==> config.mk <==
export PLATFORM = sky130hd
export DESIGN_NAME = mtpfs_host
export DESIGN_NICKNAME = d
export VERILOG_FILES = /design/src/design/mtpfs_pkg.sv /design/src/design/mtpfs_cyc_if.sv /design/src/design/mtpfs_bus_cycle.sv /design/src/design/mtpfs_host.sv
export SDC_FILE = /design/constraint.sdc
export NUM_CORES = 1
export LEC_CHECK = 0
export BUFFER_PORTS_ARGS = -buffer_cell sky130_fd_sc_hd__buf_2
export CELL_PAD_IN_SITES_DETAIL_PLACEMENT = 2
export CELL_PAD_IN_SITES_GLOBAL_PLACEMENT = 2
export CORE_MARGIN = 3
export CORE_UTILIZATION = 40
export CTS_BUF_LIST = sky130_fd_sc_hd__clkbuf_4 sky130_fd_sc_hd__clkbuf_8
export DETAILED_ROUTE_END_ITERATION = 10
export PLACE_DENSITY = 0.95
export SYNTH_ARGS = -nofsm -noshare
export SYNTH_HDL_FRONTEND = slang
export SYNTH_HIERARCHICAL = 1
export SYNTH_SLANG_ARGS = --single-unit
==> constraint.sdc <==
create_clock -name clk_i -period 3.65 [get_ports clk_i]
set_input_delay 0.365 -clock clk_i [delete_from_list [all_inputs] [get_ports clk_i]]
set_output_delay 0.365 -clock clk_i [all_outputs]
set_load 0.02 [all_outputs]
==> src/design/mtpfs_pkg.sv <==
// Constants, types and timing for the flash command sequencer host
package mtpfs_pkg;
  // ****************
  // Clock and timing
  // ****************
  localparam int CLK_PERIOD_NS   = 4;
  localparam int T_CE_W_NS       = 100;
  localparam int T_WP_NS         = 60;
  localparam int T_WPH_NS        = 100;
  localparam int T_DH_NS         = 10;
  localparam int T_ACC_NS        = 150;
  localparam int T_DIS_NS        = 35;
  localparam int T_VPP_NS        = 100;
  localparam int T_PROG_TOT_US   = 300;
  localparam int T_ERASE_TOT_S   = 5;
  localparam logic [7:0] CE_W_CYC = 8'((T_CE_W_NS + CLK_PERIOD_NS - 1) / CLK_PERIOD_NS);
  localparam logic [7:0] WP_CYC   = 8'((T_WP_NS + CLK_PERIOD_NS - 1) / CLK_PERIOD_NS);
  localparam logic [7:0] WPH_CYC  = 8'((T_WPH_NS + CLK_PERIOD_NS - 1) / CLK_PERIOD_NS);
  localparam logic [7:0] DH_CYC   = 8'((T_DH_NS + CLK_PERIOD_NS - 1) / CLK_PERIOD_NS);
  localparam logic [7:0] ACC_CYC  = 8'((T_ACC_NS + CLK_PERIOD_NS - 1) / CLK_PERIOD_NS);
  localparam logic [7:0] DIS_CYC  = 8'((T_DIS_NS + CLK_PERIOD_NS - 1) / CLK_PERIOD_NS);
  localparam logic [7:0] VPP_CYC  = 8'((T_VPP_NS + CLK_PERIOD_NS - 1) / CLK_PERIOD_NS);
  localparam int unsigned PROG_TMO_CYC  = T_PROG_TOT_US * 1000 / CLK_PERIOD_NS;
  localparam int unsigned ERASE_TMO_CYC = T_ERASE_TOT_S * (1000000000 / CLK_PERIOD_NS);
  // ****************
  // Opcodes and map
  // ****************
  localparam logic [7:0]  OP_IDENT     = 8'h90;
  localparam logic [7:0]  OP_ERASE     = 8'h30;
  localparam logic [7:0]  OP_PROG      = 8'h40;
  localparam logic [7:0]  OP_RESET     = 8'hFF;
  localparam logic [15:0] ID_MFR_ADDR  = 16'h0000;
  localparam logic [15:0] ID_DEV_ADDR  = 16'h0001;
  localparam logic [15:0] CMD_ADDR     = 16'h0000;
  localparam logic [7:0]  BYTE_ZERO    = 8'h00;
  localparam logic [3:0]  FTEST_NORMAL = 4'h0;
  localparam int          POLL_BIT     = 7;
  localparam int          TOGGLE_BIT   = 6;
  // ****************
  // Types
  // ****************
  typedef enum logic [2:0] {
    HOP_READ, HOP_IDENT, HOP_ERASE, HOP_PROG, HOP_ABORT
  } mtpfs_op_t;
  typedef enum logic [2:0] {
    E_IDLE, E_SETUP, E_STROBE, E_HOLD, E_RECOV
  } mtpfs_eng_state_t;
  typedef enum logic [3:0] {
    S_IDLE, S_VPP_ON, S_CMD1, S_CMD2, S_READ_A, S_READ_B, S_POLL, S_RST1, S_RST2, S_VPP_OFF
  } mtpfs_seq_state_t;
endpackage

==> src/design/mtpfs_cyc_if.sv <==
// One pin bus cycle request and its answer between sequencer and cycle engine
`timescale 1ns/100ps
interface mtpfs_cyc_if;
  logic        req;
  logic        wr;
  logic [15:0] addr;
  logic [7:0]  wdata;
  logic        done;
  logic [7:0]  rdata;
  modport seq (output req, output wr, output addr, output wdata, input done, input rdata);
  modport eng (input req, input wr, input addr, input wdata, output done, output rdata);
endinterface

==> src/design/mtpfs_bus_cycle.sv <==
// Pin cycle engine: one timed write or read cycle on the flash programming pins
`timescale 1ns/100ps
module mtpfs_bus_cycle (
  input  wire logic        clk_i,
  input  wire logic        resetn_i,
  mtpfs_cyc_if.eng         cyc,
  output logic             ce_n_o,
  output logic             oe_n_o,
  output logic             we_n_o,
  output logic [15:0]      addr_o,
  output logic [7:0]       data_o,
  output logic             data_oe_o,
  input  wire logic [7:0]  data_i
);
  typedef struct packed {
    mtpfs_pkg::mtpfs_eng_state_t state;
    logic [7:0]                  cnt;
    logic                        ce_n;
    logic                        oe_n;
    logic                        we_n;
    logic [15:0]                 addr;
    logic [7:0]                  dout;
    logic                        doe;
    logic                        done;
    logic [7:0]                  rdata;
  } mtpfs_eng_t;

  mtpfs_eng_t q, d;

  // ****************
  // Cycle sequencing
  // ****************
  always_comb begin
    d = q;
    d.done = 1'b0;
    if (q.cnt != 8'h00) begin
      d.cnt = q.cnt - 8'h01;
    end
    case (q.state)
      mtpfs_pkg::E_IDLE: begin
        if (cyc.req) begin
          d.addr = cyc.addr;
          d.ce_n = 1'b0;
          if (cyc.wr) begin
            d.dout = cyc.wdata;
            d.doe = 1'b1;
            d.cnt = mtpfs_pkg::CE_W_CYC;
          end else begin
            d.oe_n = 1'b0;
            d.cnt = mtpfs_pkg::ACC_CYC;
          end
          d.state = mtpfs_pkg::E_SETUP;
        end
      end
      mtpfs_pkg::E_SETUP: begin
        if (q.cnt == 8'h00) begin
          if (q.doe) begin
            d.we_n = 1'b0;
            d.cnt = mtpfs_pkg::WP_CYC;
            d.state = mtpfs_pkg::E_STROBE;
          end else begin
            d.rdata = data_i;
            d.oe_n = 1'b1;
            d.ce_n = 1'b1;
            d.cnt = mtpfs_pkg::DIS_CYC;
            d.state = mtpfs_pkg::E_RECOV;
          end
        end
      end
      mtpfs_pkg::E_STROBE: begin
        if (q.cnt == 8'h00) begin
          // WE rises first so its edge is the latching one
          d.we_n = 1'b1;
          d.cnt = mtpfs_pkg::DH_CYC;
          d.state = mtpfs_pkg::E_HOLD;
        end
      end
      mtpfs_pkg::E_HOLD: begin
        if (q.cnt == 8'h00) begin
          d.ce_n = 1'b1;
          d.doe = 1'b0;
          d.cnt = mtpfs_pkg::WPH_CYC;
          d.state = mtpfs_pkg::E_RECOV;
        end
      end
      mtpfs_pkg::E_RECOV: begin
        if (q.cnt == 8'h00) begin
          d.done = 1'b1;
          d.state = mtpfs_pkg::E_IDLE;
        end
      end
      default: begin
        d.state = mtpfs_pkg::E_IDLE;
      end
    endcase
  end

  always_ff @(posedge clk_i or negedge resetn_i) begin
    if (!resetn_i) begin
      q <= '{state: mtpfs_pkg::E_IDLE, cnt: 8'h00, ce_n: 1'b1, oe_n: 1'b1, we_n: 1'b1,
             addr: 16'h0000, dout: 8'h00, doe: 1'b0, done: 1'b0, rdata: 8'h00};
    end else begin
      q <= d;
    end
  end

  assign cyc.done  = q.done;
  assign cyc.rdata = q.rdata;
  assign ce_n_o    = q.ce_n;
  assign oe_n_o    = q.oe_n;
  assign we_n_o    = q.we_n;
  assign addr_o    = q.addr;
  assign data_o    = q.dout;
  assign data_oe_o = q.doe;
endmodule

==> src/design/mtpfs_host.sv <==
// Host sequencer that drives the flash command register through its programming pins
//
// Summary of operation
// - Opcode 90h puts device in ID mode; following reads give ID codes.
// - First 30h write only stages chip erase.
// - Second consecutive 30h write starts erase at WE rising edge.
// - Opcode 40h only stages byte programming.
// - Two FFh writes after a set-up abort without altering memory.
// - After a failure two FFh writes idle the device; new command follows.
// - Host sends the inverse of the byte to be stored.
// - Pins: 16-bit address, 8-bit two-way data, 4-bit test select.
`timescale 1ns/100ps
module mtpfs_host #(
  parameter int unsigned PROG_TMO_CYC  = mtpfs_pkg::PROG_TMO_CYC,
  parameter int unsigned ERASE_TMO_CYC = mtpfs_pkg::ERASE_TMO_CYC
) (
  input  wire logic        clk_i,
  input  wire logic        resetn_i,
  input  wire logic        cmd_valid_i,
  input  wire logic [2:0]  cmd_op_i,
  input  wire logic [15:0] cmd_addr_i,
  input  wire logic [7:0]  cmd_data_i,
  output logic             cmd_ready_o,
  output logic             done_o,
  output logic             fail_o,
  output logic [15:0]      result_o,
  output logic             vpp_high_o,
  output logic [3:0]       flash_test_select_o,
  output logic             ce_n_o,
  output logic             oe_n_o,
  output logic             we_n_o,
  output logic [15:0]      program_address_lines_o,
  output logic [7:0]       program_data_lines_o,
  output logic             program_data_lines_oe_o,
  input  wire logic [7:0]  program_data_lines_i
);
  typedef struct packed {
    mtpfs_pkg::mtpfs_seq_state_t state;
    mtpfs_pkg::mtpfs_op_t        op;
    logic                        pend;
    logic                        req;
    logic                        bwr;
    logic [15:0]                 baddr;
    logic [7:0]                  bdata;
    logic [15:0]                 addr;
    logic [7:0]                  wdata;
    logic                        vpp;
    logic                        ready;
    logic                        done;
    logic                        fail;
    logic [15:0]                 result;
    logic                        prev_tog;
    logic                        have_prev;
    logic [31:0]                 tmo;
    logic [7:0]                  cnt;
    logic [3:0]                  ftest;
  } mtpfs_host_t;

  mtpfs_host_t q, d;
  mtpfs_cyc_if cyc ();

  // ****************
  // Helpers
  // ****************
  function automatic logic [7:0] setup_opcode(input mtpfs_pkg::mtpfs_op_t op);
    if (op == mtpfs_pkg::HOP_IDENT) begin
      setup_opcode = mtpfs_pkg::OP_IDENT;
    end else if (op == mtpfs_pkg::HOP_ERASE) begin
      setup_opcode = mtpfs_pkg::OP_ERASE;
    end else begin
      setup_opcode = mtpfs_pkg::OP_PROG;
    end
  endfunction

  // Only bits 7 and 6 are trusted; the rest float during status reads
  function automatic logic poll_finished(input mtpfs_pkg::mtpfs_op_t op, input logic [7:0] rd,
                                         input logic [7:0] sent, input logic prev,
                                         input logic have);
    logic steady;
    steady = have && (rd[mtpfs_pkg::TOGGLE_BIT] == prev);
    if (op == mtpfs_pkg::HOP_ERASE) begin
      poll_finished = steady && rd[mtpfs_pkg::POLL_BIT];
    end else begin
      poll_finished = steady && (rd[mtpfs_pkg::POLL_BIT:mtpfs_pkg::TOGGLE_BIT] ==
                                 sent[mtpfs_pkg::POLL_BIT:mtpfs_pkg::TOGGLE_BIT]);
    end
  endfunction

  // ****************
  // Sequencer
  // ****************
  always_comb begin
    logic        iss;
    logic        iwr;
    logic [15:0] iaddr;
    logic [7:0]  idata;
    d = q;
    iss = 1'b0;
    iwr = 1'b0;
    iaddr = mtpfs_pkg::CMD_ADDR;
    idata = mtpfs_pkg::BYTE_ZERO;
    d.req = 1'b0;
    d.done = 1'b0;
    if (q.cnt != 8'h00) begin
      d.cnt = q.cnt - 8'h01;
    end
    if (cyc.done) begin
      d.pend = 1'b0;
    end
    case (q.state)
      mtpfs_pkg::S_IDLE: begin
        d.ready = 1'b1;
        if (cmd_valid_i) begin
          d.op = mtpfs_pkg::mtpfs_op_t'(cmd_op_i);
          d.addr = cmd_addr_i;
          d.wdata = ~cmd_data_i;
          d.ready = 1'b0;
          d.fail = 1'b0;
          d.vpp = 1'b1;
          d.cnt = mtpfs_pkg::VPP_CYC;
          d.state = mtpfs_pkg::S_VPP_ON;
        end
      end
      mtpfs_pkg::S_VPP_ON: begin
        if (q.cnt == 8'h00) begin
          if (q.op == mtpfs_pkg::HOP_READ) begin
            d.state = mtpfs_pkg::S_READ_A;
          end else if (q.op == mtpfs_pkg::HOP_ABORT) begin
            d.state = mtpfs_pkg::S_RST1;
          end else begin
            d.state = mtpfs_pkg::S_CMD1;
          end
        end
      end
      mtpfs_pkg::S_CMD1: begin
        iss = 1'b1;
        iwr = 1'b1;
        idata = setup_opcode(q.op);
        if (cyc.done) begin
          d.state = (q.op == mtpfs_pkg::HOP_IDENT) ? mtpfs_pkg::S_READ_A : mtpfs_pkg::S_CMD2;
        end
      end
      mtpfs_pkg::S_CMD2: begin
        iss = 1'b1;
        iwr = 1'b1;
        if (q.op == mtpfs_pkg::HOP_ERASE) begin
          idata = mtpfs_pkg::OP_ERASE;
        end else begin
          iaddr = q.addr;
          idata = q.wdata;
        end
        if (cyc.done) begin
          // Status is only read after the second write has completed
          d.have_prev = 1'b0;
          d.tmo = (q.op == mtpfs_pkg::HOP_ERASE) ? ERASE_TMO_CYC : PROG_TMO_CYC;
          d.state = mtpfs_pkg::S_POLL;
        end
      end
      mtpfs_pkg::S_READ_A: begin
        iss = 1'b1;
        iaddr = (q.op == mtpfs_pkg::HOP_IDENT) ? mtpfs_pkg::ID_MFR_ADDR : q.addr;
        if (cyc.done) begin
          if (q.op == mtpfs_pkg::HOP_IDENT) begin
            d.result = {cyc.rdata, mtpfs_pkg::BYTE_ZERO};
            d.state = mtpfs_pkg::S_READ_B;
          end else begin
            d.result = {mtpfs_pkg::BYTE_ZERO, cyc.rdata};
            d.cnt = mtpfs_pkg::VPP_CYC;
            d.state = mtpfs_pkg::S_VPP_OFF;
          end
        end
      end
      mtpfs_pkg::S_READ_B: begin
        iss = 1'b1;
        iaddr = mtpfs_pkg::ID_DEV_ADDR;
        if (cyc.done) begin
          d.result = {q.result[15:8], cyc.rdata};
          d.cnt = mtpfs_pkg::VPP_CYC;
          d.state = mtpfs_pkg::S_VPP_OFF;
        end
      end
      mtpfs_pkg::S_POLL: begin
        iss = 1'b1;
        iaddr = q.addr;
        if (q.tmo != 32'h0000_0000) begin
          d.tmo = q.tmo - 32'h0000_0001;
        end
        if (cyc.done) begin
          d.prev_tog = cyc.rdata[mtpfs_pkg::TOGGLE_BIT];
          d.have_prev = 1'b1;
          if (poll_finished(q.op, cyc.rdata, q.wdata, q.prev_tog, q.have_prev)) begin
            d.result = {mtpfs_pkg::BYTE_ZERO, cyc.rdata};
            d.cnt = mtpfs_pkg::VPP_CYC;
            d.state = mtpfs_pkg::S_VPP_OFF;
          end else if (q.tmo == 32'h0000_0000) begin
            d.fail = 1'b1;
            d.state = mtpfs_pkg::S_RST1;
          end
        end
      end
      mtpfs_pkg::S_RST1: begin
        iss = 1'b1;
        iwr = 1'b1;
        idata = mtpfs_pkg::OP_RESET;
        if (cyc.done) begin
          d.state = mtpfs_pkg::S_RST2;
        end
      end
      mtpfs_pkg::S_RST2: begin
        iss = 1'b1;
        iwr = 1'b1;
        idata = mtpfs_pkg::OP_RESET;
        if (cyc.done) begin
          d.cnt = mtpfs_pkg::VPP_CYC;
          d.state = mtpfs_pkg::S_VPP_OFF;
        end
      end
      mtpfs_pkg::S_VPP_OFF: begin
        if (q.cnt == 8'h00) begin
          // Dropping the supply clears the command register
          d.vpp = 1'b0;
          d.done = 1'b1;
          d.state = mtpfs_pkg::S_IDLE;
        end
      end
      default: begin
        d.state = mtpfs_pkg::S_IDLE;
      end
    endcase
    // One request per cycle state, one per read in S_POLL; done of the last one must clear first
    if (iss && !q.pend && !cyc.done) begin
      d.req = 1'b1;
      d.pend = 1'b1;
      d.bwr = iwr;
      d.baddr = iaddr;
      d.bdata = idata;
    end
  end

  always_ff @(posedge clk_i or negedge resetn_i) begin
    if (!resetn_i) begin
      q <= '{state: mtpfs_pkg::S_IDLE, op: mtpfs_pkg::HOP_READ, pend: 1'b0, req: 1'b0,
             bwr: 1'b0, baddr: 16'h0000, bdata: 8'h00, addr: 16'h0000, wdata: 8'h00,
             vpp: 1'b0, ready: 1'b0, done: 1'b0, fail: 1'b0, result: 16'h0000,
             prev_tog: 1'b0, have_prev: 1'b0, tmo: 32'h0000_0000, cnt: 8'h00,
             ftest: mtpfs_pkg::FTEST_NORMAL};
    end else begin
      q <= d;
    end
  end

  assign cyc.req   = q.req;
  assign cyc.wr    = q.bwr;
  assign cyc.addr  = q.baddr;
  assign cyc.wdata = q.bdata;

  // ****************
  // Pin engine
  // ****************
  mtpfs_bus_cycle u_cycle (
    .clk_i     (clk_i),
    .resetn_i  (resetn_i),
    .cyc       (cyc.eng),
    .ce_n_o    (ce_n_o),
    .oe_n_o    (oe_n_o),
    .we_n_o    (we_n_o),
    .addr_o    (program_address_lines_o),
    .data_o    (program_data_lines_o),
    .data_oe_o (program_data_lines_oe_o),
    .data_i    (program_data_lines_i)
  );

  assign cmd_ready_o         = q.ready;
  assign done_o              = q.done;
  assign fail_o              = q.fail;
  assign result_o            = q.result;
  assign vpp_high_o          = q.vpp;
  assign flash_test_select_o = q.ftest;
endmodule

; Yosys cells after proc, flatten, opt, wreduce, memory -nomap -nowiden
; Index checks and enable logic that the tools add are counted.
[word_totals]
reg_bits = 168
output_inout_bits = 52
[classes]
bitwise_logic = 3
n_reduce_logical = 47
n_mux = 80
eq_ne = 42
addsub = 3
[ops]
columns = op, n
row1 = $mux 8, 11
row2 = $mux 16, 5
row3 = $pmux 33 s2, 1
row4 = $pmux 16 s4, 1
row5 = $pmux 8 s4, 2
row6 = $pmux 16 s3, 1
row7 = $mux 4, 11
row8 = $pmux 4 s9, 1
row9 = $mux 33, 1
row10 = $logic_not 32->1, 1
row11 = $mux 32, 1
row12 = $reduce_bool 32->1, 1
row13 = $sub 32x1->32 const B, 1
row14 = $mux 31, 1
row15 = $reduce_and 5->1, 6
row16 = $mux 27, 1
row17 = $ne 2x1->1 const B, 12
row18 = $pmux 8 s3, 1
row19 = $mux 11, 2
row20 = $ne 2x2->1 const B, 11
row21 = $mux 1, 20
row22 = $mux 19, 1
row23 = $eq 4x3->1 const B, 4
row24 = $logic_not 8->1, 2
row25 = other kinds (36), 76

; Longest topological paths before layout
; Gate-level depths: netlist of run 1.
[logic_depth]
word_depth = 9
depth_mapped = 9
ltp_nobuf = 7

; Hierarchy
; Netlist of run 1, hierarchy kept.
[by_module_without_submodules]
columns = mod, area_each_um2, n_inst, seq_area_each_um2, cells_each
row1 = mtpfs_host, 6192.2, 1, 3002.9, 628
row2 = mtpfs_bus_cycle, 2329.7, 1, 1204.9, 223

; Least setup slack after synthesis of run 1
; OpenSTA, ideal clock, no wires.
[synth_path]
path_type = register to register
start = reg q[12] (netlist name)
end = reg q[30] (netlist name)
stages_incl_launch_ff = 10
required_ns = 3.584
period_less_slack_ns = 2.246
arrival_ns = 2.180
n_path_buf = 2
slack_ns = 1.404
cell_sequence = dfrtp_1 inv_1 ha_1 or3b_4 or2_1 clkbuf_1 or2_0 clkbuf_1 or4_1 nand2_1
[synth_between]
elab_chain_cells = 3
[synth_lines]
columns = element, line_no
row1 = from (decl), mtpfs_host.sv:59  ; mtpfs_host_t q, d;
row2 = from (signal assigned), mtpfs_host.sv:242  ; q <= '{state: mtpfs_pkg::S_IDLE, op: mtpfs_pkg::HOP_READ, pend: 1'b0, req: 1'b0,
row3 = $sub 32x1->32 or $reduce_bool 32->1 (tied branches), "mtpfs_host.sv:186, mtpfs_host.sv:185"
row4 = $mux 32 or $ne 2x2->1 (tied branches), n/a
row5 = $pmux 33 s2 or $reduce_and 3->1 (tied branches), n/a
; Parallel ways exist; a longest one is shown, timed or not. The select of a mux whose other input is x is not followed.
; A chain may end at the register's enable or synchronous reset.

; Worst setup path after layout of run 1
[layout_path]
start = reg q[123] (netlist name)
end = reg q, in the netlist result_o[2]
[layout_between]
elab_chain_cells = 3
[layout_lines]
columns = element, line_no
row1 = $eq 4x3->1, mtpfs_host.sv:110  ; case (q.state)
row2 = $ne 2x1->1 (no line) (tied with other cells), n/a
row3 = $reduce_and 5->1 (no line), n/a
; Parallel ways exist; a longest one is shown, timed or not.

==> results.txt, run 1 <==
The flow ran to the end, and the final reports show no timing, DRC or antenna violations. The first-pass GRT wire length is 47,860 um. The synthesized instance count came out at 851. The arrival time of data at the critical path endpoint is 3.54 ns. STA classifies the critical path startpoint as a flip-flop. The worst max-slew margin expressed relative to the limit came out at a little over a quarter. The cell chosen for the clock root is sky130_fd_sc_hd__clkbuf_8. The transition time at the pin with the least slew margin is about 1.1 ns. The area share of the leading cell type in the synthesized netlist is 48.45%.

The number of violations of the max-capacitance limit came out at 0. STA classifies the critical path endpoint as a flip-flop. The global route total overflow came out at 0.

Counting I/O delays and the setup requirement, the final critical path takes 3.161 ns. Buffers inserted to repair hold after CTS numbered 1. For this block, the via count after detailed routing is 6,893. For hold timing, the worst endpoint is q[69]. The cell area after technology mapping came out at 0.008522 mm2. The standard cell core area came out at 0.02056 mm2. Wires add up to 29,890 um.

In this run, CTS created clock tree buffers numbering 17. The internal power of the cells totals 2.543 mW. The post-cts resize count came out at 0. The path type of the worst min-delay path is in2reg. The worst register-to-register path ends at result_o[2]. The number of cell instances on the worst register-to-register path came out at 5. The worst hold path stage count came out at 2. Clock-pin slew was measured on the worst setup and hold paths at about 0.12 ns. For this run, the leading register cell type out of synthesis is sky130_fd_sc_hd__dfrtp_1. The setup check on the worst reg-to-reg path leaves a slack of 0.49 ns. The remaining number of nets flagged by the antenna check after routing came out at 0. Across the VDD grid, the largest voltage drop is 182.7 uV. In this run the worst path has a maximum fanout of 19. TritonCTS built the clock tree.

Once layout is complete, the utilization of the core stands at 45.21%. The clock tree buffer depth is 2. The clock reaches the later pin of the worst-skew pair after 0.49 ns. During synthesis, Yosys emitted a total of 6 warnings. The wire length per cell after detailed routing came out at 25.77 um. Summing the sequential cell areas from Yosys gives 49.38% of the chip area. In this run, flip-flops and latches consume 55.0% of the power.

The achievable clock frequency is 316.3 MHz. The repair_antennas step left the layout with diodes totalling 0. The start point of the worst min-delay path is cmd_data_i[3]. The portion of total power attributed to combinational logic is 2.1%. The effective utilization at floorplan is 41.45%. Sorting the synthesized cells by area gives the leading types as sky130_fd_sc_hd__dfrtp_1 (48%), sky130_fd_sc_hd__nand2_1 (5.6%), sky130_fd_sc_hd__mux2_2 (4.9%).

The die area came out at 0.02309 mm2. The power density over the cells is 363.8 mW/mm2. The post-layout net count is 922.

The global placement routability congestion came out at 0.8568. Setup violations remaining at the end of the flow were counted as 0. The number of design rule violations left after detail routing is 0. The analysis attributes to net switching a power of 0.8384 mW.

The pre-antenna-repair detailed-routing pass consisted of 5 iterations. Setup repair after global routing left no endpoint under its margin. The static leakage is approximately 4.4 nW. The post-CTS setup buffer count is 0.

The width of the die came out at 152.0 um. For the final routed database, the setup TNS stands at 0 ns. The fraction of registers with async set/reset came out at 100.0%. The TritonCTS sink count is around 170. The initial antenna violation count is 0. A synthesized cell averages 10.01 um2.

The top cell type by total area after synthesis is sky130_fd_sc_hd__dfrtp_1. The site row count is 52. The number of flip-flops and latches in the synthesized netlist is 168. The final count of pins violating max slew came out at 0. In this run the critical register-to-register path is launched from q[123]. The distinct cell type count after synthesis is 79. The clock tree skew after final layout came out at 0.03307 ns. The total I/O pin count is 90. Global routing consumed, over all layers together, 26.03% of the routing resources. The final-report hold violation count came out at 0. Detailed placement finished with a half-perimeter wire length of 19,310 um. The clock network fraction of design power is 42.9%. In this run, synthesis inferred 0 flip-flops with an integrated enable. The number of global-route vias before repair is 7,924. In this run switching power makes up 24.79% of total power. The maximum number of pins on one net before global-route repair is 83. The post-detailed-route via-to-cell ratio came out at between 5 and 6.

The critical path in this run is classified as reg2reg. The count of routing violations after the opening detailed-route iteration is 450. The level count of the clock H-tree is 4.

Of the available clock period, the critical path in the final layout requires between 80% and 90%. From bottom edge to top edge, the die measures 152.0 um. The signed area change from the synthesized netlist to the final layout came out at 9.074%. The required time at the worst-slack endpoint came out at 4.02 ns. Input and output buffers added on the ports amount to 85.

The fraction of layout cells with a size suffix above 1 came out at around 22%.
layout by cell type (no fill, tap or decap), types with 4 or more instances in the layout:
master,netlist,routed
sky130_fd_sc_hd__o41ai_1,5,5
sky130_fd_sc_hd__nor2b_1,6,6
sky130_fd_sc_hd__dfrtp_1,165,165
sky130_fd_sc_hd__o311ai_0,5,5
sky130_fd_sc_hd__inv_1,33,33
sky130_fd_sc_hd__inv_6,0,4
sky130_fd_sc_hd__xnor2_1,7,7
sky130_fd_sc_hd__buf_2,11,84
sky130_fd_sc_hd__mux2_2,37,37
sky130_fd_sc_hd__o22ai_1,7,7
sky130_fd_sc_hd__buf_4,54,15
sky130_fd_sc_hd__a22o_1,18,18
sky130_fd_sc_hd__or3_1,13,13
sky130_fd_sc_hd__ha_1,7,7
sky130_fd_sc_hd__a211oi_1,10,10
sky130_fd_sc_hd__nor2_1,47,47
sky130_fd_sc_hd__a21oi_1,22,22
sky130_fd_sc_hd__nand3_1,6,6
sky130_fd_sc_hd__xor2_1,4,4
sky130_fd_sc_hd__nor4b_1,7,6
sky130_fd_sc_hd__mux2i_1,25,25
sky130_fd_sc_hd__o211ai_1,5,5
sky130_fd_sc_hd__nand2b_1,13,13
sky130_fd_sc_hd__nor3_1,33,32
sky130_fd_sc_hd__or4_1,7,7
sky130_fd_sc_hd__nand2_1,127,127
sky130_fd_sc_hd__nor4_1,10,10
sky130_fd_sc_hd__nor3b_1,5,5
sky130_fd_sc_hd__nand4_1,5,5
sky130_fd_sc_hd__o21ai_0,38,38
sky130_fd_sc_hd__o31ai_1,7,6
sky130_fd_sc_hd__clkbuf_8,0,19
sky130_fd_sc_hd__conb_1,1,4
state kept, by name, summed over array words and instances, names as in the netlist, 8 cells and up:
name / flops
u_cycle/cyc.rdata: 8
cyc.addr: 16
u_cycle/q: 11
u_cycle/data_o: 8
cyc.wdata: 8
u_cycle/addr_o: 16
q: 74
result_o: 16
Yosys cell counts, drive strengths merged (5+ instances only):
library cell / count
a22o: 18
or3: 13
nand3: 6
o22ai: 7
nor2: 47
nor4b: 8
mux2: 37
nand2b: 13
nor3: 34
o21ai: 38
clkbuf: 31
nand4: 5
or4: 8
inv: 33
a211oi: 10
a21oi: 24
ha: 7
or2: 5
xnor2: 7
mux2i: 25
nor3b: 6
o311ai: 5
nor4: 14
o31ai: 7
o211ai: 5
buf: 67
o41ai: 5
nand2: 128
nor2b: 6
dfrtp: 165
logic make-up (layout without fill, tap and decap cells):
group	Yosys count	in the layout	synth area share (%)
buffers and inverters	131	167	8.310
xor gates and xnor gates	11	11	1.130
AOI/OAI and AO/OA	160	160	13.08
other	1	4	0.04400
and+or+nand+nor	311	311	19.20
muxes	62	62	7.826
DFF	168	168	49.38
adders and majority gates	7	7	1.028
per-stage QoR:
step	setup slack (ns)	cell area (um2)	hold WS, ns	power [mW]	instances
after floorplan	1.404	8533	0.06941	1.905	854
after global placement	0.9895	8867	0.4574	1.968	1127
after detailed placement	0.7245	8867	0.4682	1.969	1127
after CTS	0.5804	9295	0.05943	3.406	1160
after global routing	0.4058	9295	0.07025	3.508	1160
final	0.4889	9295	0.07187	3.382	1160
final cells by class:
cell class                      count  area (um2)
Tap cell                          270       337.8
Timing Repair Buffer              102       574.3
Multi-Input combinational cell    555        3633
Inverter                           33       123.9
Sequential cell                   168        4208
Clock buffer                       19       261.5
Fill cell                        2166       11260
Clock inverter                     13       156.4
how the worst max path moves through the flow:
stage / from / to
final: q[123] / result_o[2]
after detailed placement: q[123] / cyc.addr[9]
after global routing: q[123] / cyc.addr[10]
after CTS: q[123] / cyc.addr[10]
after floorplan: q[12] / q[30]
after global placement: q[120] / cyc.addr[10]
metal layers:
layer	vias up	share of wire (%)	track usage, %
li1	3007	-	-
met1	3598	40	31.00
met2	207	52	46.10
met3	81	3.9	4.494
met4	0	4.2	11.56
met5	-	0	0
power groups by stage:
| stage | combinational, mW | clock, mW | sequential (mW) |
|---|---|---|---|
| floorplan | 0.00761 | 0 | 1.90 |
| CTS | 0.0748 | 1.47 | 1.86 |
| global placement | 0.0714 | 0 | 1.90 |
| finish | 0.0718 | 1.45 | 1.86 |
| detailed placement | 0.0726 | 0 | 1.90 |
| global route | 0.0809 | 1.57 | 1.86 |
critical path, stage by stage (launching register included):
cell                      delay (ns)
sky130_fd_sc_hd__dfrtp_1        0.67
sky130_fd_sc_hd__nor2b_1        0.59
sky130_fd_sc_hd__a21oi_1        0.48
sky130_fd_sc_hd__a21oi_1        0.83
sky130_fd_sc_hd__nand2_1        0.20
sky130_fd_sc_hd__mux2i_1        0.29
No activity file was read; power rests on OpenSTA's default activity.
==> inputs of run 2 (changes only) <==
--- a/config.mk
+++ b/config.mk
@@ -5,7 +5,7 @@
 export SDC_FILE = /design/constraint.sdc
 export NUM_CORES = 1
 export LEC_CHECK = 0
-export BUFFER_PORTS_ARGS = -buffer_cell sky130_fd_sc_hd__buf_2
+export BUFFER_PORTS_ARGS = -buffer_cell sky130_fd_sc_hd__buf_4
 export CELL_PAD_IN_SITES_DETAIL_PLACEMENT = 2
 export CELL_PAD_IN_SITES_GLOBAL_PLACEMENT = 2
 export CORE_MARGIN = 3
==> run 2 against run 1 <==
Effect of this change:
- via count down 1.1%
- sequential power about the same
- non-clock buffer count unchanged
- combinational power up 14%
- die area unchanged
==> results.txt, run 2 (synthesized netlist as in run 1, its figures left out) <==
The sequential cells in the finished layout cover a total of 0.004208 mm2. The half-perimeter wire length after placement is 19,140 um. The standard cell core area came out at 0.02056 mm2. The required time at the worst-slack endpoint is about 4.0 ns. The global route total overflow came out at 0. The clock period could shrink to ~3.1 ns. The initial antenna violation count is 0. Global routing used about a quarter of the available tracks. The detail route stage leaves a number of antenna-violating nets equal to 0. The tree is rooted in a sky130_fd_sc_hd__clkbuf_8.

The H-tree was split into 4 levels. The area of combinational cells with multiple inputs came out at 0.003633 mm2. The power density over the cells is 360.3 mW/mm2. The die outline height is 152.0 um. The sum of negative setup slack is 0 ns.

The first-pass GRT wire length came out at 46,580 um. The clock tree buffer depth came out at 2. The count of port buffers added during placement is between 80 and 90. The worst-case IR drop observed on VDD is 193.0 uV.

The number of cell instances on the worst register-to-register path is 5. The site row count is 52. Along the worst path, the maximum fanout reaches 20. The start point of the worst min-delay path is cmd_data_i[3]. The number of global-route vias before repair is around 7,900.

The post-detailed-route via-to-cell ratio is 5.878. The count of routing violations after the opening detailed-route iteration came out at 500. The global placement routability congestion came out at 0.8875. The width of the die is about 150 um.

The logic depth of the worst path, buffers included is 5. Once routing completed, OpenROAD measured the worst setup slack at 0.5297 ns. The number of buffers inserted for hold repair after clock tree synthesis is 1.

The cell family contributing the most delay on the critical path is compound AO/OA/AOI/OAI gates. Among all stages on the critical path, the largest delay is contributed by sky130_fd_sc_hd__dfrtp_1. Leaving out fill and tap cells, the most frequent cell in the layout is sky130_fd_sc_hd__dfrtp_1. The flow ran to the end, and the final reports show no timing, DRC or antenna violations. The flip-flop count of the largest register after layout is 74.

The fraction of layout cells with a size suffix above 1 is about 22%. Counting the fill cells in the layout gives 2,168. The transition time at the pin with the least slew margin is 1.084 ns. The arrival time of data at the critical path endpoint is ~3.5 ns.

The via count of the routed design came out at 6,819. For this configuration, the core starts out at a cell density of 41.45%. q holds more flip-flops than any other register. The number of antenna cells inserted came out at 0.

The highest cell delay on the worst timing path came out at 0.80 ns. STA classifies the critical path endpoint as a flip-flop. The achievable clock frequency came out at around 320 MHz. The worst hold path stage count is 2. The final count of pins violating max slew is 0. Clock latency on the worst-skew pair, taken at its later pin, is about 0.48 ns.

The analysis attributes to cell leakage a power of 4.494 nW. OpenSTA, run right after detailed placement, puts the worst setup slack at 0.7028 ns. Counting stages on the worst path, the most repeated cell is sky130_fd_sc_hd__a21oi_1. Tracing the worst setup path back leads to its startpoint at q[122]. The die area came out at approximately 0.023 mm2.

After detailed routing, the number of remaining DRC violations is 0. The clock tree skew after final layout is around 0.02 ns. Compared with the post-synthesis result, the final layout area differs by 11.39%. Traced cell by cell, the critical path runs through nor2b_1 -> a21oi_1 -> a21oi_1 -> nand2_1 -> mux2i_1.

The number of violations of the max-capacitance limit is 0. The sum of buffers and inverters on the critical path came out at 0. The tree built by TritonCTS fans out to 168 sinks. TritonCTS built the clock tree. The post-layout net count came out at 922. The worst setup path is launched from a flip-flop.

Setup repair after global routing left no endpoint under its margin. The maximum number of pins on one net before global-route repair is 91. The total I/O pin count is 90. In this run the critical register-to-register path is launched from q[122]. The share of the clock period used by the worst path is a little under nine tenths. The critical path is of the reg2reg type. Post-CTS timing repair inserted 0 buffers for setup.

The worst max-slew margin expressed relative to the limit is between 20 and 30%. The post-cts resize count came out at 0. The wire length per cell after detailed routing is 25.21 um. The tightest min-delay check is of the in2reg type. The top cell types in the final layout, fill and taps aside, are sky130_fd_sc_hd__dfrtp_1 (165), sky130_fd_sc_hd__nand2_1 (127), sky130_fd_sc_hd__buf_4 (100), sky130_fd_sc_hd__nor2_1 (47), sky130_fd_sc_hd__o21ai_0 (38). The final-report hold violation count came to 0.

After clock tree synthesis, the clock-pin slew on the worst setup and hold paths is 0.10 ns. The total detailed-routing wirelength came out at 29,240 um. The number of iterations in the first detailed-routing pass came out at 5. The total power is 3.421 mW.

The CTS buffer count is 17. Setup violations remaining at the end of the flow were counted as 0.
==> run 2: cell count changes in the layout (fill, tap and decap cells not counted) <==
cell,change
sky130_fd_sc_hd__clkinvlp_4,-1
sky130_fd_sc_hd__inv_8,-2
sky130_fd_sc_hd__clkinv_2,+3
sky130_fd_sc_hd__clkbuf_4,+1
sky130_fd_sc_hd__clkbuf_8,-1
sky130_fd_sc_hd__inv_6,+1
sky130_fd_sc_hd__bufinv_16,+1
sky130_fd_sc_hd__buf_2,-84
sky130_fd_sc_hd__buf_4,+85
sky130_fd_sc_hd__buf_12,-1
sky130_fd_sc_hd__clkinv_4,-2
==> run 2: final cells by class <==
type | instances | share of cell area [%]
sequential | 168 | 44.33
multi-input combinational | 555 | 38.28
timing repair buffer | 102 | 8.132
tap | 270 | 3.559
clock buffer | 19 | 2.689
clock inverter | 13 | 1.713
inverter | 33 | 1.305
==> run 2: path summary, 6_finish.rpt <==
check / end / slack (ns)
setup / recovery: result_o[0] / 0.53
max in group asynchronous: u_cycle/oe_n_o / 2.17
hold / removal: q[69] / 0.07
min in group asynchronous: q[43] / 0.55
hold reg to reg: cyc.addr[2] / 0.49
setup reg to reg: result_o[0] / 0.53
==> run 2: worst reg2reg max path, cell delays in order, from the launching register on <==
cell	delay, ns
sky130_fd_sc_hd__dfrtp_1	0.80
sky130_fd_sc_hd__nor2b_1	0.59
sky130_fd_sc_hd__a21oi_1	0.49
sky130_fd_sc_hd__a21oi_1	0.80
sky130_fd_sc_hd__nand2_1	0.17
sky130_fd_sc_hd__mux2i_1	0.20
==> run 2: per-layer routing <==
layer	vias to the layer above	track usage, %	routed length [um]	share of wire, %
met2	190	44.96	15210	52
li1	2998	-	-	-
met5	-	0	0	0
met3	67	5.432	1215	4.2
met4	0	9.932	903	3.1
met1	3564	30.45	11910	41
==> run 2: report_power, final <==
| group | switching (mW) | total [mW] | internal, mW |
|---|---|---|---|
| combinational | 0.0526 | 0.0818 | 0.0292 |
| clock | 0.769 | 1.48 | 0.710 |
| sequential | 0 | 1.86 | 1.86 |
| total | 0.821 | 3.42 | 2.60 |
==> run 2: through the flow <==
step	hold slack, ns	cell area [um2]	std cells	utilization [%]
after global routing	0.03660	9493	1160	46.17
after global placement	0.4510	9065	1127	44.09
after CTS	0.04402	9493	1160	46.17
final	0.07048	9493	1160	46.17
after detailed placement	0.4716	9065	1127	44.09
after floorplan	0.06941	8533	854	-
==> inputs of run 3 (changes only) <==
--- a/config.mk
+++ b/config.mk
@@ -15,5 +15,4 @@
 export PLACE_DENSITY = 0.95
 export SYNTH_ARGS = -nofsm -noshare
 export SYNTH_HDL_FRONTEND = slang
-export SYNTH_HIERARCHICAL = 1
 export SYNTH_SLANG_ARGS = --single-unit
==> run 3 against run 2 <==
Effect of this change:
- largest power group unchanged
- clock power down 9%
- design area down 4.5%
- critical path depth up 3
- first-iteration DRC count down 47%
- clock skew down 0.00086 ns
- synthesized cell count down 7.6%
- die area down 5.8%
- cell count down 4.3%
- largest cell class unchanged
==> results.txt, run 3 <==
The run finished with clean final reports. In the final design database the tool counted 876 nets. The top fanout value on the critical path came out at 6.

The number of cells in the design after placement is 1,077. The area of all placed cells without fillers is between 0.009 and 0.01 mm2. In the synthesized netlist the dominant register cell turns out to be sky130_fd_sc_hd__dfrtp_1. The path type of the worst min-delay path is in2reg.

The number of flops mapped to enable cells by yosys came out at 0. The share of synthesized area in the top cell type comes to between 50% and 60%. IR analysis of the VDD net gives a maximum drop of 218.7 uV.

Synthesis inferred 168 register bits. The register with the most flip-flops in the layout has 74 of them. The later-pin clock latency in the skew report came out at 0.49 ns. The static leakage is 4.377 nW.

The distinct cell type count after synthesis is 66. The critical path launch point type is a flip-flop. The total detailed-routing wirelength is 25,920 um. Measured against its own limit, the worst slew margin works out to between 20% and 30%.

The pre-CTS worst setup slack came out at 0.6275 ns. Max-cap violations in this run came to 0. The met1 track utilization from global routing came out at just under 30%. The global placement routability congestion is 0.8147. The die is 147.5 um tall. The met2 global-route usage came out at 43.73%. The clock transition at the registers of the reported paths came out at between 0.1 and 0.15 ns. The synthesized area per cell is 10.19 um2. The remaining number of nets flagged by the antenna check after routing came out at 0.

The total I/O pin count came out at 90. Setup violations remaining at the end of the flow were counted as 0. The clock tree buffer depth came out at 2. The total power came out at 3.571 mW. The transition time at the pin with the least slew margin is 1.070 ns.

CTS placed an instance of sky130_fd_sc_hd__clkbuf_8 at the clock tree root. The biggest area contributor in the post-synthesis netlist is sky130_fd_sc_hd__dfrtp_1. Entering global routing, the biggest net connects 90 pins. The count of port buffers added during placement came out at 85. The portion of the post-synthesis area used by sequential elements came out at a little over half. The total routing resource utilization after global routing came out at 24.35%. The number of global-route vias before repair is 7,184. Leaving out fill and tap cells, the most frequent cell in the layout is sky130_fd_sc_hd__dfrtp_1. The effective utilization at floorplan came out at between 40% and 50%. The final-report hold violation count is 0.

The most flop-heavy register is q. The required time at the worst-slack endpoint came out at 4.02 ns. The power density over the cells came out at 394.0 mW/mm2.

The shortest clock period the worst path allows after layout came out at between 3 and 4 ns. The clock tree skew after final layout came out at 0.01897 ns. The met3 capacity usage during global routing came out at 4.629%. The die area is 0.02175 mm2. In this run the most used layer during global routing was met2. Counting instances in the post-synthesis netlist gives the leading cell types as sky130_fd_sc_hd__dfrtp_1 (165), sky130_fd_sc_hd__nand2_1 (100), sky130_fd_sc_hd__o21ai_0 (66).

Excluding fillers, the count of instances in the completed layout stands at 1,110. The post-detailed-route via-to-cell ratio is approximately 5.6. The standard cell core area is roughly 0.020 mm2. After detailed routing, the average wire length per cell comes to 23.35 um. The count of routing violations after the opening detailed-route iteration came out at 267. The fraction of registers with async set/reset came out at 100.0%. The total overflow left after global routing is 0. The fill cell instance count of the final layout came out at 2,083.

Clock tree synthesis inserted a total of 17 buffers. The most frequent cell after synthesis is sky130_fd_sc_hd__dfrtp_1. During synthesis, Yosys emitted a total of 0 warnings. The area of placed instances is between 0.008 and 0.009 mm2.

The worst slack on hold paths came out at around 0.061 ns. Setup total negative slack on the finished layout was measured at 0 ns. The TritonCTS sink count came out at between 150 and 200. The cell area after technology mapping is 0.008008 mm2. The worst setup path is captured at a flip-flop.

The first global-routing pass estimated 41,520 um of wire. The share of the core filled with cells is 46.27%. The half-perimeter wire length after placement is 17,190 um.

The number of design rule violations left after detail routing came out at 0. In the synthesized netlist, the number of instances is 786. Setup repair after global routing left no endpoint under its margin. The via count of the routed design came out at 6,254. The initial antenna violation count came out at 0. The width of the die is 147.5 um. The number of iterations in the first detailed-routing pass came out at 5.

From synthesis to final layout, the design area changed by 13.20%. In the layout the commonest cells are sky130_fd_sc_hd__dfrtp_1 (165), sky130_fd_sc_hd__nand2_1 (100), sky130_fd_sc_hd__buf_4 (100), sky130_fd_sc_hd__o21ai_0 (66), sky130_fd_sc_hd__mux2_2 (54). The level count of the clock H-tree is 4.

The final worst slack came out at 0.5649 ns. The initialized floorplan defines 51 standard-cell rows. TritonCTS built the clock tree. The final count of pins violating max slew is 0. The kind of critical path is reg2reg. For the worst setup path, the data arrival time is between 3 and 4 ns. Cells with a size suffix above 1 make up about a quarter of the layout. The number of antenna cells inserted is 0. The share of the clock period used by the worst path is 84.52%. Based on the critical path, the design can be clocked at up to around 320 MHz. Ranked by total cell area, the synthesized netlist is headed by sky130_fd_sc_hd__dfrtp_1 (52%), sky130_fd_sc_hd__mux2_2 (7.6%), sky130_fd_sc_hd__nand2_1 (4.7%).
==> run 3: cell types whose count changed after synthesis, moves of 7 or more <==
| cell | change |
|---|---|
| sky130_fd_sc_hd__mux2_2 | +17 |
| sky130_fd_sc_hd__o21ai_0 | +28 |
| sky130_fd_sc_hd__buf_4 | -10 |
| sky130_fd_sc_hd__nand3_1 | +7 |
| sky130_fd_sc_hd__nor3_1 | -9 |
| sky130_fd_sc_hd__mux2i_1 | -18 |
| sky130_fd_sc_hd__nand2_1 | -27 |
| sky130_fd_sc_hd__a211oi_1 | -7 |
| sky130_fd_sc_hd__inv_1 | -19 |
| sky130_fd_sc_hd__buf_2 | -10 |
| sky130_fd_sc_hd__a21oi_1 | +19 |
==> run 3: area by class of cell <==
type	instances	area [um2]	share of cell area, %
Clock buffer	17	234.0	2.581
Clock inverter	15	150.1	1.656
Inverter	15	56.30	0.6211
Tap cell	265	331.6	3.658
Multi-Input combinational cell	527	3293	36.33
Sequential cell	168	4208	46.42
Timing Repair Buffer	103	792.0	8.737
==> run 3: where the power goes <==
| part | switching (mW) | total [mW] | internal, mW |
|---|---|---|---|
| registers | 0.0564 | 1.97 | 1.91 |
| clock network | 0.840 | 1.35 | 0.513 |
| logic | 0.134 | 0.251 | 0.116 |
==> run 3: cell families after synthesis <==
logic type               count (synthesis)  share of synthesized area [%]
buffers and inverters                   94                          6.500
XOR/XNOR                                17                          1.859
AO/OA/AOI/OAI                          174                          13.41
AND/OR/NAND/NOR                        265                          16.23
flip-flops                             168                          52.55
other                                    1                        0.04683
adder cells (fa/ha/maj)                  6                         0.9375
multiplexers                            61                          8.469
==> run 3: routing by layer <==
metal  vias to the layer above  share of wire [%]
li1                       2813                  -
met1                      3247                 41
met2                       143                 53
met3                        51                3.5
met4                         0                2.6
met5                         -                  0
==> run 3: worst max-delay path, stage by stage (launching register included) <==
cell and delay (ns):
sky130_fd_sc_hd__dfrtp_1 0.41, sky130_fd_sc_hd__inv_1 0.17, sky130_fd_sc_hd__ha_1 0.19, sky130_fd_sc_hd__or3b_2 0.51
sky130_fd_sc_hd__or3_1 0.43, sky130_fd_sc_hd__or4_4 0.45, sky130_fd_sc_hd__or3_1 0.34, sky130_fd_sc_hd__a21o_1 0.19
sky130_fd_sc_hd__a211o_1 0.29
==> run 3: what timing repair did <==
action / CTS / global route
hold endpoints to repair: 84 / 0
hold buffers: 1 / 0
resized for setup: 0 / 0
buffers inserted: 0 / 0
==> run 3: final timing paths <==
kind                                  to           from  slack, ns  cells past startpoint
min in group asynchronous  u_cycle.q[43]       resetn_i       0.51                      2
max reg2reg                        q[42]          q[12]       0.56                      8
min                                q[66]  cmd_data_i[0]       0.06                      2
max in group asynchronous          q[31]       resetn_i       2.22                      3
min reg2reg                        q[36]          q[36]       0.50                      1
max                                q[42]          q[12]       0.56                      8
